===== config.mk =====
export PLATFORM = sky130hd
export DESIGN_NAME = multi_port_digital_io
export DESIGN_NICKNAME = d
export VERILOG_FILES = /design/src/verilog/gpio_pkg.sv /design/src/verilog/multi_port_digital_io.sv
export SDC_FILE = /design/constraint.sdc
export NUM_CORES = 1
export LEC_CHECK = 0
export BUFFER_PORTS_ARGS = -buffer_cell sky130_fd_sc_hd__buf_2
export CORE_ASPECT_RATIO = 1.4
export CORE_UTILIZATION = 45
export DETAILED_ROUTE_END_ITERATION = 12
export PLACE_DENSITY = 0.69
export SLEW_MARGIN = 20
export SYNTH_ARGS = -nofsm -noshare
export SYNTH_HDL_FRONTEND = slang
export SYNTH_SLANG_ARGS = --single-unit
export TNS_END_PERCENT = 1

===== constraint.sdc =====
create_clock -name clk -period 27.3 [get_ports clk]
set_input_delay 2.73 -clock clk [delete_from_list [all_inputs] [get_ports clk]]
set_output_delay 2.73 -clock clk [all_outputs]
set_load 0.02 [all_outputs]

===== src/verilog/gpio_pkg.sv =====
// constants, register indices and types for the five-port digital io block
package gpio_pkg;
    localparam int NUM_PORTS = 5;
    localparam int PORT_W = 8;
    localparam int IRQ_PORTS = 3;
    typedef logic [7:0] idx_t;
    typedef logic [PORT_W-1:0] port_t;
    // byte address = 4 * register index
    localparam int ADDR_LSB = 2;
    localparam int ADDR_MSB = 9;
    // special function area: enable and flag bits of port_zero pins 0 and 1
    localparam idx_t SFA_IE_IDX = 8'h00;
    localparam idx_t SFA_IFG_IDX = 8'h02;
    localparam int SFA_P0_LSB = 2;
    localparam int SFA_P0_MSB = 3;
    // per port register indices: port_zero .. port_four
    localparam idx_t IN_IDX [NUM_PORTS] = '{8'h10, 8'h20, 8'h28, 8'h18, 8'h1c};
    localparam idx_t OUT_IDX [NUM_PORTS] = '{8'h11, 8'h21, 8'h29, 8'h19, 8'h1d};
    localparam idx_t DIR_IDX [NUM_PORTS] = '{8'h12, 8'h22, 8'h2a, 8'h1a, 8'h1e};
    localparam idx_t SEL_IDX [NUM_PORTS] = '{8'h16, 8'h26, 8'h2e, 8'h1b, 8'h1f};
    localparam logic [NUM_PORTS-1:0] SEL_PRESENT = 5'h1e;
    localparam idx_t IFG_IDX [IRQ_PORTS] = '{8'h13, 8'h23, 8'h2b};
    localparam idx_t IES_IDX [IRQ_PORTS] = '{8'h14, 8'h24, 8'h2c};
    localparam idx_t IE_IDX [IRQ_PORTS] = '{8'h15, 8'h25, 8'h2d};
    // bits held by each port's own flag and enable registers
    localparam port_t OWN_MASK [IRQ_PORTS] = '{8'hfc, 8'hff, 8'hff};
    localparam port_t REG_RESET = 8'h00;
    localparam logic [1:0] HTRANS_IDLE = 2'h0;
    localparam logic [1:0] HTRANS_NONSEQ = 2'h2;
    localparam logic HRESP_OKAY = 1'h0;
    localparam int PRIME_W = 3;
endpackage : gpio_pkg


===== src/verilog/multi_port_digital_io.sv =====
// five-port digital io block with edge interrupts behind an ahb-lite slave
// What this block does
// - five independent eight-bit ports, numbered zero to four.
// - port zero six registers, ports one and two seven, ports three and four four.
// - every pin bit configured on its own, any mix per port.
// - ports zero, one, two detect interrupts on all eight bits; three, four none.
// - every port register reachable by bus reads, and by writes except the input register.
// - input register reads the levels sampled at the pins.
// - output register holds the value driven on output pins.
// - direction bit picks input or driven output per pin.
// - edge-select bit picks which transition raises the event.
// - flag bit shows an event pending on its pin.
// - enable bit lets or blocks a pin's interrupt request.
// - function-select bit hands the pin to another peripheral.
// - registers eight bits, except port zero flag and enable, six bits.
// - port zero pins zero and one flag and enable live in special function area.
// - five requests: port zero pin zero, pin one, pins two-seven, port one, port two.
// - special function area enable bits sit at the lowest addresses.
module multi_port_digital_io
    import gpio_pkg::*;
(
    input wire logic clk,
    input wire logic rstn,
    input wire logic hsel,
    input wire logic [31:0] haddr,
    input wire logic [1:0] htrans,
    input wire logic hwrite,
    input wire logic [2:0] hsize,
    input wire logic [31:0] hwdata,
    input wire logic hready,
    output logic hreadyout,
    output logic [31:0] hrdata,
    output logic hresp,
    input wire logic [NUM_PORTS-1:0][PORT_W-1:0] pin_in,
    output logic [NUM_PORTS-1:0][PORT_W-1:0] pin_out,
    output logic [NUM_PORTS-1:0][PORT_W-1:0] pin_oe_n,
    input wire logic [NUM_PORTS-1:0][PORT_W-1:0] periph_out,
    input wire logic [NUM_PORTS-1:0][PORT_W-1:0] periph_drive,
    output logic [NUM_PORTS-1:0][PORT_W-1:0] periph_in,
    output logic irq_p0_pin0,
    output logic irq_p0_pin1,
    output logic irq_p0_shared,
    output logic irq_p1,
    output logic irq_p2,
    output logic irq
);
    logic [1:0] rst_sync_q;
    logic rst_n;
    logic wr_pend_q;
    logic rd_pend_q;
    idx_t addr_q;
    port_t wdata;
    port_t rd_byte;
    logic [PRIME_W-1:0] prime_q;
    port_t sync1_q [NUM_PORTS];
    port_t sync2_q [NUM_PORTS];
    port_t prev_q [NUM_PORTS];
    port_t out_q [NUM_PORTS];
    port_t dir_q [NUM_PORTS];
    port_t sel [NUM_PORTS];
    port_t ifg_q [IRQ_PORTS];
    port_t ies_q [IRQ_PORTS];
    port_t ie_q [IRQ_PORTS];
    port_t pend [IRQ_PORTS];

    function automatic logic hit(input idx_t a, input idx_t idx);
        return a == idx;
    endfunction : hit

    // reset release through two flops
    always_ff @(posedge clk or negedge rstn) begin
        if (!rstn) begin
            rst_sync_q <= 2'h0;
        end else begin
            rst_sync_q <= {rst_sync_q[0], 1'b1};
        end
    end
    assign rst_n = rst_sync_q[1];

    // ahb-lite address phase capture, zero wait states
    always_ff @(posedge clk or negedge rst_n) begin
        if (!rst_n) begin
            wr_pend_q <= 1'b0;
            rd_pend_q <= 1'b0;
            addr_q <= 8'h00;
        end else if (hready) begin
            wr_pend_q <= hsel && htrans[1] && hwrite;
            rd_pend_q <= hsel && htrans[1] && !hwrite;
            if (hsel && htrans[1]) begin
                addr_q <= haddr[ADDR_MSB:ADDR_LSB];
            end
        end
    end

    assign hreadyout = 1'b1;
    assign hresp = HRESP_OKAY;
    assign wdata = hwdata[PORT_W-1:0];
    assign hrdata = rd_pend_q ? {24'h000000, rd_byte} : 32'h00000000;

    // edge detection held off until the pin pipeline is filled
    always_ff @(posedge clk or negedge rst_n) begin
        if (!rst_n) begin
            prime_q <= 3'h0;
        end else begin
            prime_q <= {prime_q[PRIME_W-2:0], 1'b1};
        end
    end

    genvar p;
    generate
        for (p = 0; p < NUM_PORTS; p++) begin : g_port
            // pin synchronisers and edge history
            always_ff @(posedge clk or negedge rst_n) begin
                if (!rst_n) begin
                    sync1_q[p] <= REG_RESET;
                    sync2_q[p] <= REG_RESET;
                    prev_q[p] <= REG_RESET;
                end else begin
                    sync1_q[p] <= pin_in[p];
                    sync2_q[p] <= sync1_q[p];
                    prev_q[p] <= sync2_q[p];
                end
            end

            always_ff @(posedge clk or negedge rst_n) begin
                if (!rst_n) begin
                    out_q[p] <= REG_RESET;
                end else if (wr_pend_q && hit(addr_q, OUT_IDX[p])) begin
                    out_q[p] <= wdata;
                end
            end

            always_ff @(posedge clk or negedge rst_n) begin
                if (!rst_n) begin
                    dir_q[p] <= REG_RESET;
                end else if (wr_pend_q && hit(addr_q, DIR_IDX[p])) begin
                    dir_q[p] <= wdata;
                end
            end

            if (SEL_PRESENT[p]) begin : g_sel
                port_t sel_q;
                always_ff @(posedge clk or negedge rst_n) begin
                    if (!rst_n) begin
                        sel_q <= REG_RESET;
                    end else if (wr_pend_q && hit(addr_q, SEL_IDX[p])) begin
                        sel_q <= wdata;
                    end
                end
                assign sel[p] = sel_q;
            end else begin : g_nosel
                assign sel[p] = REG_RESET;
            end

            // per bit choice of port logic or peripheral
            for (genvar b = 0; b < PORT_W; b++) begin : g_bit
                assign pin_out[p][b] = sel[p][b] ? periph_out[p][b] : out_q[p][b];
                assign pin_oe_n[p][b] = sel[p][b] ? !periph_drive[p][b] : !dir_q[p][b];
            end
            assign periph_in[p] = sync2_q[p];
        end

        for (p = 0; p < IRQ_PORTS; p++) begin : g_irq
            port_t rise;
            port_t fall;
            port_t ev;
            port_t clr;
            port_t ie_wr;
            port_t ie_val;
            assign rise = sync2_q[p] & ~prev_q[p];
            assign fall = ~sync2_q[p] & prev_q[p];
            assign ev = prime_q[PRIME_W-1] ? ((ies_q[p] & fall) | (~ies_q[p] & rise)) : REG_RESET;

            // write one to clear; low pins of port zero via the special area
            if (p == 0) begin : g_sfa
                assign clr = ({8{wr_pend_q && hit(addr_q, IFG_IDX[p])}} & wdata & OWN_MASK[p])
                    | {6'h00, {2{wr_pend_q && hit(addr_q, SFA_IFG_IDX)}} & wdata[SFA_P0_MSB:SFA_P0_LSB]};
                assign ie_wr = ({8{wr_pend_q && hit(addr_q, IE_IDX[p])}} & OWN_MASK[p])
                    | {6'h00, {2{wr_pend_q && hit(addr_q, SFA_IE_IDX)}}};
                assign ie_val = (wdata & OWN_MASK[p]) | {6'h00, wdata[SFA_P0_MSB:SFA_P0_LSB]};
            end else begin : g_own
                assign clr = {8{wr_pend_q && hit(addr_q, IFG_IDX[p])}} & wdata;
                assign ie_wr = {8{wr_pend_q && hit(addr_q, IE_IDX[p])}};
                assign ie_val = wdata;
            end

            always_ff @(posedge clk or negedge rst_n) begin
                if (!rst_n) begin
                    ifg_q[p] <= REG_RESET;
                end else begin
                    ifg_q[p] <= (ifg_q[p] & ~clr) | ev;
                end
            end

            always_ff @(posedge clk or negedge rst_n) begin
                if (!rst_n) begin
                    ies_q[p] <= REG_RESET;
                end else if (wr_pend_q && hit(addr_q, IES_IDX[p])) begin
                    ies_q[p] <= wdata;
                end
            end

            always_ff @(posedge clk or negedge rst_n) begin
                if (!rst_n) begin
                    ie_q[p] <= REG_RESET;
                end else begin
                    ie_q[p] <= (ie_q[p] & ~ie_wr) | (ie_val & ie_wr);
                end
            end

            assign pend[p] = ifg_q[p] & ie_q[p];
        end
    endgenerate

    // requests to the interrupt controller
    assign irq_p0_pin0 = pend[0][0];
    assign irq_p0_pin1 = pend[0][1];
    assign irq_p0_shared = |pend[0][PORT_W-1:SFA_P0_LSB];
    assign irq_p1 = |pend[1];
    assign irq_p2 = |pend[2];
    assign irq = irq_p0_pin0 | irq_p0_pin1 | irq_p0_shared | irq_p1 | irq_p2;

    // read mux, unmapped reads as zero
    always_comb begin
        rd_byte = 8'h00;
        for (int i = 0; i < NUM_PORTS; i++) begin
            if (hit(addr_q, IN_IDX[i])) begin
                rd_byte = sync2_q[i];
            end
            if (hit(addr_q, OUT_IDX[i])) begin
                rd_byte = out_q[i];
            end
            if (hit(addr_q, DIR_IDX[i])) begin
                rd_byte = dir_q[i];
            end
            if (SEL_PRESENT[i] && hit(addr_q, SEL_IDX[i])) begin
                rd_byte = sel[i];
            end
        end
        for (int i = 0; i < IRQ_PORTS; i++) begin
            if (hit(addr_q, IFG_IDX[i])) begin
                rd_byte = ifg_q[i] & OWN_MASK[i];
            end
            if (hit(addr_q, IES_IDX[i])) begin
                rd_byte = ies_q[i];
            end
            if (hit(addr_q, IE_IDX[i])) begin
                rd_byte = ie_q[i] & OWN_MASK[i];
            end
        end
        if (hit(addr_q, SFA_IE_IDX)) begin
            rd_byte = {4'h0, ie_q[0][1:0], 2'h0};
        end
        if (hit(addr_q, SFA_IFG_IDX)) begin
            rd_byte = {4'h0, ifg_q[0][1:0], 2'h0};
        end
    end
endmodule : multi_port_digital_io

==> flow_metrics.env, run 1 <==
export IMPL_status="completed"
export IMPL_fin_crit_sh_pct=25.81
export IMPL_cts_sinks=303
export IMPL_die_h_um=215.0
export IMPL_finalHoldViolations=0
export IMPL_grt_usage_pct=30.12
export IMPL_final_area_um2=17070
export IMPL_h_tree_depth=1
export IMPL_vdd_ir_drop_worst_v=0.00005018
export IMPL_r2r_cells=6
export IMPL_dr_pass1_iters=7
export IMPL_final_common_cell="dfrtp_1"
export IMPL_finalSetupViolations=0
export IMPL_ant_nets=0
export IMPL_power_mw=1.130
export IMPL_post_drt_wl_per_cell_um=25.78
export IMPL_syn_area_um2=14580
export IMPL_tightest_slew_ps=1201
export IMPL_grt_max_degree=82
export IMPL_worstPathCellList="or4b_1, nor2_1, a31oi_1, o221ai_1, a41oi_1, o21ai_0, buf_2"
export IMPL_placed_area_um2=16020
export IMPL_p_seq_share_pct=45.0
export IMPL_setup_tns_ps=0
export IMPL_fill_cells=2730
export IMPL_syn_avg_cell_area_um2=11.24
export IMPL_grt_ovfl_total=0
export IMPL_vias=12050
export IMPL_grt_pass1_wl_um=74340
export IMPL_holdPathStages=0
export IMPL_post_cts_resized=0
export IMPL_max_clock_path_buffers=3
export IMPL_layout_cells_non_filler=1937
export IMPL_clock_fmax_mhz=141.9
export IMPL_ys_warn_count=0
export IMPL_fp_row_count=77
export IMPL_syn_to_final_growth_pct=17.11
export IMPL_netlist_instances=1297
export IMPL_maxCapViolCount=0
export IMPL_dp_hpwl_um=35260
export IMPL_cpMaxStageDelayCell="or4b_1"
export IMPL_cp_data_required_time_ps=24570
export IMPL_cts_setup_buffers=0
export IMPL_busiest_layer="met2"
export IMPL_internal_power_mw=0.7907
export IMPL_relSlewSlack_pct=19.35
export IMPL_drive_gt1_share_pct=34.89
export IMPL_start_util_pct=45.99
export IMPL_synth_area_leaders="dfrtp_1 52%, mux2_2 14%, mux2i_1 2.9%, o21ai_0 2.7%, nand2_1 2.1%"
export IMPL_critPathCaptureType="primary output"
export IMPL_slowest_delay_ps=1010
export IMPL_clockRootBuffer="clkbuf_16"
export IMPL_core_um2=31700
export IMPL_drt_iter0_markers=1287
export IMPL_ys_types=75
export IMPL_crit_fanout=17
export IMPL_synth_largest_area_cell="dfrtp_1"
export IMPL_critical_path_top_delay_family="simple AND/OR/NAND/NOR gates"
export IMPL_holdBufCountCts=0
export IMPL_vias_per_cell=6.223
export IMPL_io_pins=354
export IMPL_slew_violations=0
export IMPL_min_path_type="reg -> reg"
export IMPL_comb_power_share_pct=16.7
export IMPL_p_per_area_nw_per_um2=66.21
export IMPL_p_sw_share_pct=30.04
export IMPL_drt_total_wl_um=49940
export IMPL_gp_congestion=0.9785
export IMPL_synth_edf_count=0
export IMPL_antenna_cells=0
export IMPL_utilization_pct=53.86
export IMPL_gr_usage_met3_pct=3.489
export IMPL_cts_tree="yes"
export IMPL_crit_arrival_ps=4320
export IMPL_critPathLaunchType="flip-flop"
export IMPL_min_period_ps=7046
export IMPL_cts_buffers_inserted=29
export IMPL_globalRouteMet1Util_pct=38.85
export IMPL_worst_path_buf_inv=1
export IMPL_met2_usage_pct=50.05
export IMPL_fin_nets=1714
export IMPL_grt_pass1_vias=11720
export IMPL_p_leak_nw=7.543
export IMPL_insertion_delay_ps=580
export IMPL_fin_skew_ps=10.64
export IMPL_cp_num_cells=7
export IMPL_synth_flop_cell="dfrtp_1"
export IMPL_dp_cells=1883
export IMPL_dieArea_um2=33130
export IMPL_clkPwrFrac_pct=38.3
export IMPL_most_common_layout_cells="300 x dfrtp_1, 259 x buf_2, 181 x mux2_2"
export IMPL_drc=0
export IMPL_ys_seq_area_share_pct=52.01
export IMPL_io_buffer_count=259
export IMPL_rsz0062_at_grt="no"
export IMPL_path_clk_slew_ps=60
export IMPL_switchingPower_mw=0.3396
export IMPL_synth_top_cell_area_share_pct=52.01
export IMPL_synth_seq_cells=303
export IMPL_path_class="reg -> out"
export IMPL_async_flop_share_pct=100.0
export IMPL_antenna_found_initial=0
export IMPL_die_w_um=154.1
[cell type report]
cell class,instances,area (um2),share of cell area [%]
clock buffers,37,795.8,4.661
multi-input cells,885,6425,37.63
inverters,23,86.33,0.5057
flip-flops and latches,303,7589,44.45
repair buffers,278,1459,8.545
clock inverters,16,224.0,1.312
well taps,395,494.2,2.895
[state kept, by name, summed over array words and instances, names as in the netlist, named ones only]
register	cells
dir_q	40
periph_in	40
sync1_q	40
g_port.g_sel.sel_q	32
out_q	32
ies_q	24
ifg_q	24
prev_q	24
addr_q	8
pin_out	8
prime_q	3
rst_sync_q	2
rd_pend_q	1
wr_pend_q	1
[kinds of logic (layout without fill, tap and decap cells)]
group / count (synthesis) / after routing / share of synthesized area, %
AO/OA/AOI/OAI: 279 / 279 / 12.95
buffers and inverters: 135 / 354 / 4.600
flip-flops: 303 / 303 / 52.01
multiplexers: 224 / 224 / 17.02
other: 2 / 28 / 0.05152
AND/OR/NAND/NOR: 354 / 354 / 13.36
[Yosys cell counts (5+ instances only)]
library cell	instances
buf_4	34
mux2i_1	42
nand3_1	49
nand3b_1	23
o211ai_1	7
o22ai_1	12
dfrtp_1	303
o2111ai_1	5
a22o_1	25
a22oi_1	23
nor3_2	6
a21oi_1	45
buf_1	6
a311oi_1	5
nand2b_1	29
clkbuf_1	48
nand2_1	81
buf_2	23
nor3_1	34
nor4_1	7
nand4_1	15
or3_1	7
nor2b_1	13
o221ai_1	6
inv_1	23
mux2_2	181
o21ai_0	80
a211oi_1	11
o32ai_1	14
nor2_1	47
[per-stage QoR]
step	setup WS, ps	hold slack [ps]
4_1_cts	20440	349.2
2_1_floorplan	18230	331.2
6_report	20250	343.4
5_1_grt	20220	349.4
3_5_place_dp	21070	334.7
3_3_place_gp	21070	331.1
[power by group through the flow]
stage / logic (mW) / clock network, mW / registers, mW
after detailed placement: 0.183 / 0 / 0.516
after floorplan: 0.122 / 0 / 0.508
after CTS: 0.184 / 0.437 / 0.508
after global routing: 0.198 / 0.457 / 0.511
final: 0.189 / 0.433 / 0.508
after global placement: 0.181 / 0 / 0.515
[per-layer routing]
metal  up-vias  part of all wire [%]
li1       5198                     -
met1      6016                    39
met2       696                    48
met3       144                   6.9
met4         0                   5.3
met5         -                     0
[worst paths after layout]
path | start | to | slack, ps
hold reg to reg | sync1_q[25] | periph_in[9] | 340
hold / removal | sync1_q[25] | periph_in[9] | 340
min in group asynchronous | rst_sync_q[1] | sync1_q[24] | 460
setup reg to reg | addr_q[0] | flip-flop | 24080
max in group asynchronous | rst_sync_q[1] | dir_q[3] | 24580
setup / recovery | addr_q[5] | hrdata[4] | 20250
No activity file was read; power rests on OpenSTA's default activity.
==> run 2: changes to the inputs <==
Settings changed: ABC_AREA from default to 1, PLACE_DENSITY 0.69 to 0.7.
Clock period 27.3 ns to 7.2 ns, I/O delays scaled along.
==> run 2 against run 1 <==
Via count down 4.3%. Cell count grew 13%. Global-route usage is 4.0 points lower. Sequential share of layout area rose by 2.6 points. Highest routed layer unchanged.
==> flow_metrics.env, run 2 <==
export IMPL_cts_tree="yes"
export IMPL_tightest_slew_ps=1069
export IMPL_fin_crit_sh_pct=63.79
export IMPL_holdBufCountCts=1
export IMPL_netlist_instances=1543
export IMPL_vdd_ir_drop_worst_v=0.0001975
export IMPL_syn_area_um2=13510
export IMPL_syn_to_final_growth_pct=19.23
export IMPL_crit_fanout=9
export IMPL_gp_congestion=0.8919
export IMPL_multi_input_area_um2=5080
export IMPL_post_drt_wl_per_cell_um=18.28
export IMPL_synth_largest_area_cell="dfrtp_1"
export IMPL_cp_data_required_time_ps=6480
export IMPL_synth_edf_count=0
export IMPL_drive_gt1_share_pct=21.15
export IMPL_dr_pass1_iters=5
export IMPL_startpoint="addr_q[0]"
export IMPL_h_tree_depth=1
export IMPL_setup_tns_ps=0
export IMPL_synth_common_cells="466 x nand2_1, 303 x dfrtp_1, 242 x o21ai_0"
export IMPL_vias=11540
export IMPL_crit_arrival_ps=3870
export IMPL_finalHoldViolations=0
export IMPL_rsz0062_at_grt="no"
export IMPL_critPathCaptureType="primary output"
export IMPL_fin_hold_ws_ps=237.0
export IMPL_drt_iter0_markers=1062
export IMPL_dp_hpwl_um=28480
export IMPL_final_common_cell="nand2_1"
export IMPL_ant_nets=0
export IMPL_fin_skew_ps=26.19
export IMPL_clock_fmax_mhz=217.7
export IMPL_die_h_um=207.0
export IMPL_synth_top_cell_area_share_pct=56.11
export IMPL_start_util_pct=46.04
export IMPL_status="completed"
export IMPL_ys_seq_area_share_pct=56.11
export IMPL_grt_pass1_vias=11090
export IMPL_synth_seq_cells=303
export IMPL_clockRootBuffer="clkbuf_16"
export IMPL_fill_cells=2714
export IMPL_async_flop_share_pct=100.0
export IMPL_insertion_delay_ps=580
export IMPL_io_buffer_count=259
export IMPL_min_period_ps=4593
export IMPL_maxCapViolCount=0
export IMPL_ys_types=39
export IMPL_yosysMostFrequentCell="nand2_1"
export IMPL_min_path_type="reg -> async"
export IMPL_synth_flop_cell="dfrtp_1"
export IMPL_most_common_layout_cells="466 x nand2_1, 302 x dfrtp_1, 259 x buf_2"
export IMPL_path_class="reg -> out"
export IMPL_dieArea_um2=30740
export IMPL_cts_sinks=303
export IMPL_vias_per_cell=5.268
export IMPL_p_per_area_nw_per_um2=245.4
export IMPL_seq_area_um2=7586
export IMPL_syn_avg_cell_area_um2=8.758
export IMPL_critPathLaunchType="flip-flop"
export IMPL_cts_setup_buffers=0
export IMPL_drt_total_wl_um=40030
export IMPL_grt_max_degree=194
export IMPL_antenna_found_initial=2
export IMPL_ys_warn_count=0
export IMPL_synth_area_leaders="dfrtp_1 56%, nand2_1 13%, o21ai_0 9.0%, inv_1 3.4%, mux2i_1 2.4%"
export IMPL_grt_pass1_wl_um=61350
export IMPL_path_clk_slew_ps=60
export IMPL_relSlewSlack_pct=28.66
export IMPL_core_um2=29350
export IMPL_max_clock_path_buffers=3
export IMPL_die_w_um=148.5
export IMPL_finalSetupViolations=0
export IMPL_grt_ovfl_total=0
export IMPL_p_leak_nw=8.382
export IMPL_post_cts_resized=0
export IMPL_cts_buffers_inserted=30
export IMPL_fp_row_count=74
export IMPL_reg2reg_from="addr_q[7]"
export IMPL_io_pins=354
export IMPL_grt_usage_pct=26.17
export IMPL_fin_nets=1977
export IMPL_slew_violations=0
export IMPL_drc=0
run 2: changes by cell type in the layout (fill, tap and decap cells not counted), sizes merged, moves of 17 or more:
| cell | change |
|---|---|
| a22o | -22 |
| o21ai | +168 |
| nand4 | +23 |
| a22oi | -23 |
| nand3b | -20 |
| nand2 | +388 |
| nor2 | +39 |
| nor3 | -32 |
| or2 | +17 |
| mux2 | -162 |
| inv | +106 |
| nand2b | -29 |
| nand3 | -19 |
run 2: area by class of cell:
cell class                 instances  area share [%]
multi-input combinational       1052           31.53
tap                              380           2.951
sequential                       303           47.08
antenna                            4         0.06212
timing repair buffer             264           8.518
inverter                         132           3.075
clock inverter                    17           1.685
clock buffer                      38           5.102
run 2: path summary, 6_finish.rpt:
check	slack [ps]	to	cells after the start
worst min register to register	240	g_port[1].g_sel.sel_q[1]	0
worst max register to register	4460	ifg_q[6]	8
worst max-delay path	2610	hrdata[0]	18
worst min-delay path	240	g_port[1].g_sel.sel_q[1]	0
min in group clk	240	sync1_q[9]	1
max in group asynchronous	5550	out_q[3]	2
run 2: worst max-delay path: stages, from the launching register on:
cell     delay, ps
dfrtp_1        450
nor2_2         330
nand2_1        240
nor2_2         450
nand2_1        100
nand4_1        120
o22ai_1        110
nand4_1        100
o21ai_0        160
nand4_1        180
nand2_1        120
nand3_1         90
nand2_1        100
nand3_1        110
nand2_1         70
nand2_1         60
nand2_1         50
a21oi_1        220
buf_2          220
run 2: logic make-up after synthesis:
group / Yosys count / synth area share [%]
mux: 51 / 3.953
other cells: 2 / 0.05557
compound gates: 311 / 12.21
buf+inv: 214 / 7.027
flops: 303 / 56.11
simple gates: 662 / 20.65
run 2: routing by layer:
metal	part of all wire, %	GRT usage (%)	vias up
met2	48	42.39	482
met4	5.7	15.11	0
met1	40	33.63	5501
met3	6.6	3.194	100
li1	-	-	5454
met5	0	0	-
run 2: where the power goes:
group | total (mW) | switching, mW | internal [mW]
Sequential | 1.84 | 0.0703 | 1.77
Combinational | 0.378 | 0.259 | 0.118
Clock | 1.73 | 0.677 | 1.06
Total | 3.95 | 1.01 | 2.95
run 2: metrics by stage:
| step | area, um2 | setup slack, ps | std cells | util (%) | power, mW |
|---|---|---|---|---|---|
| floorplan | 13610 | 2240 | 1569 | - | 2.097 |
| global placement | 14970 | 3360 | 2129 | 51.00 | 2.238 |
| detailed placement | 14970 | 3319 | 2129 | 51.00 | 2.248 |
| CTS | 16070 | 2669 | 2185 | 54.76 | 3.980 |
| global route | 16110 | 2437 | 2188 | 54.88 | 4.090 |
| finish | 16110 | 2607 | 2190 | 54.90 | 3.954 |
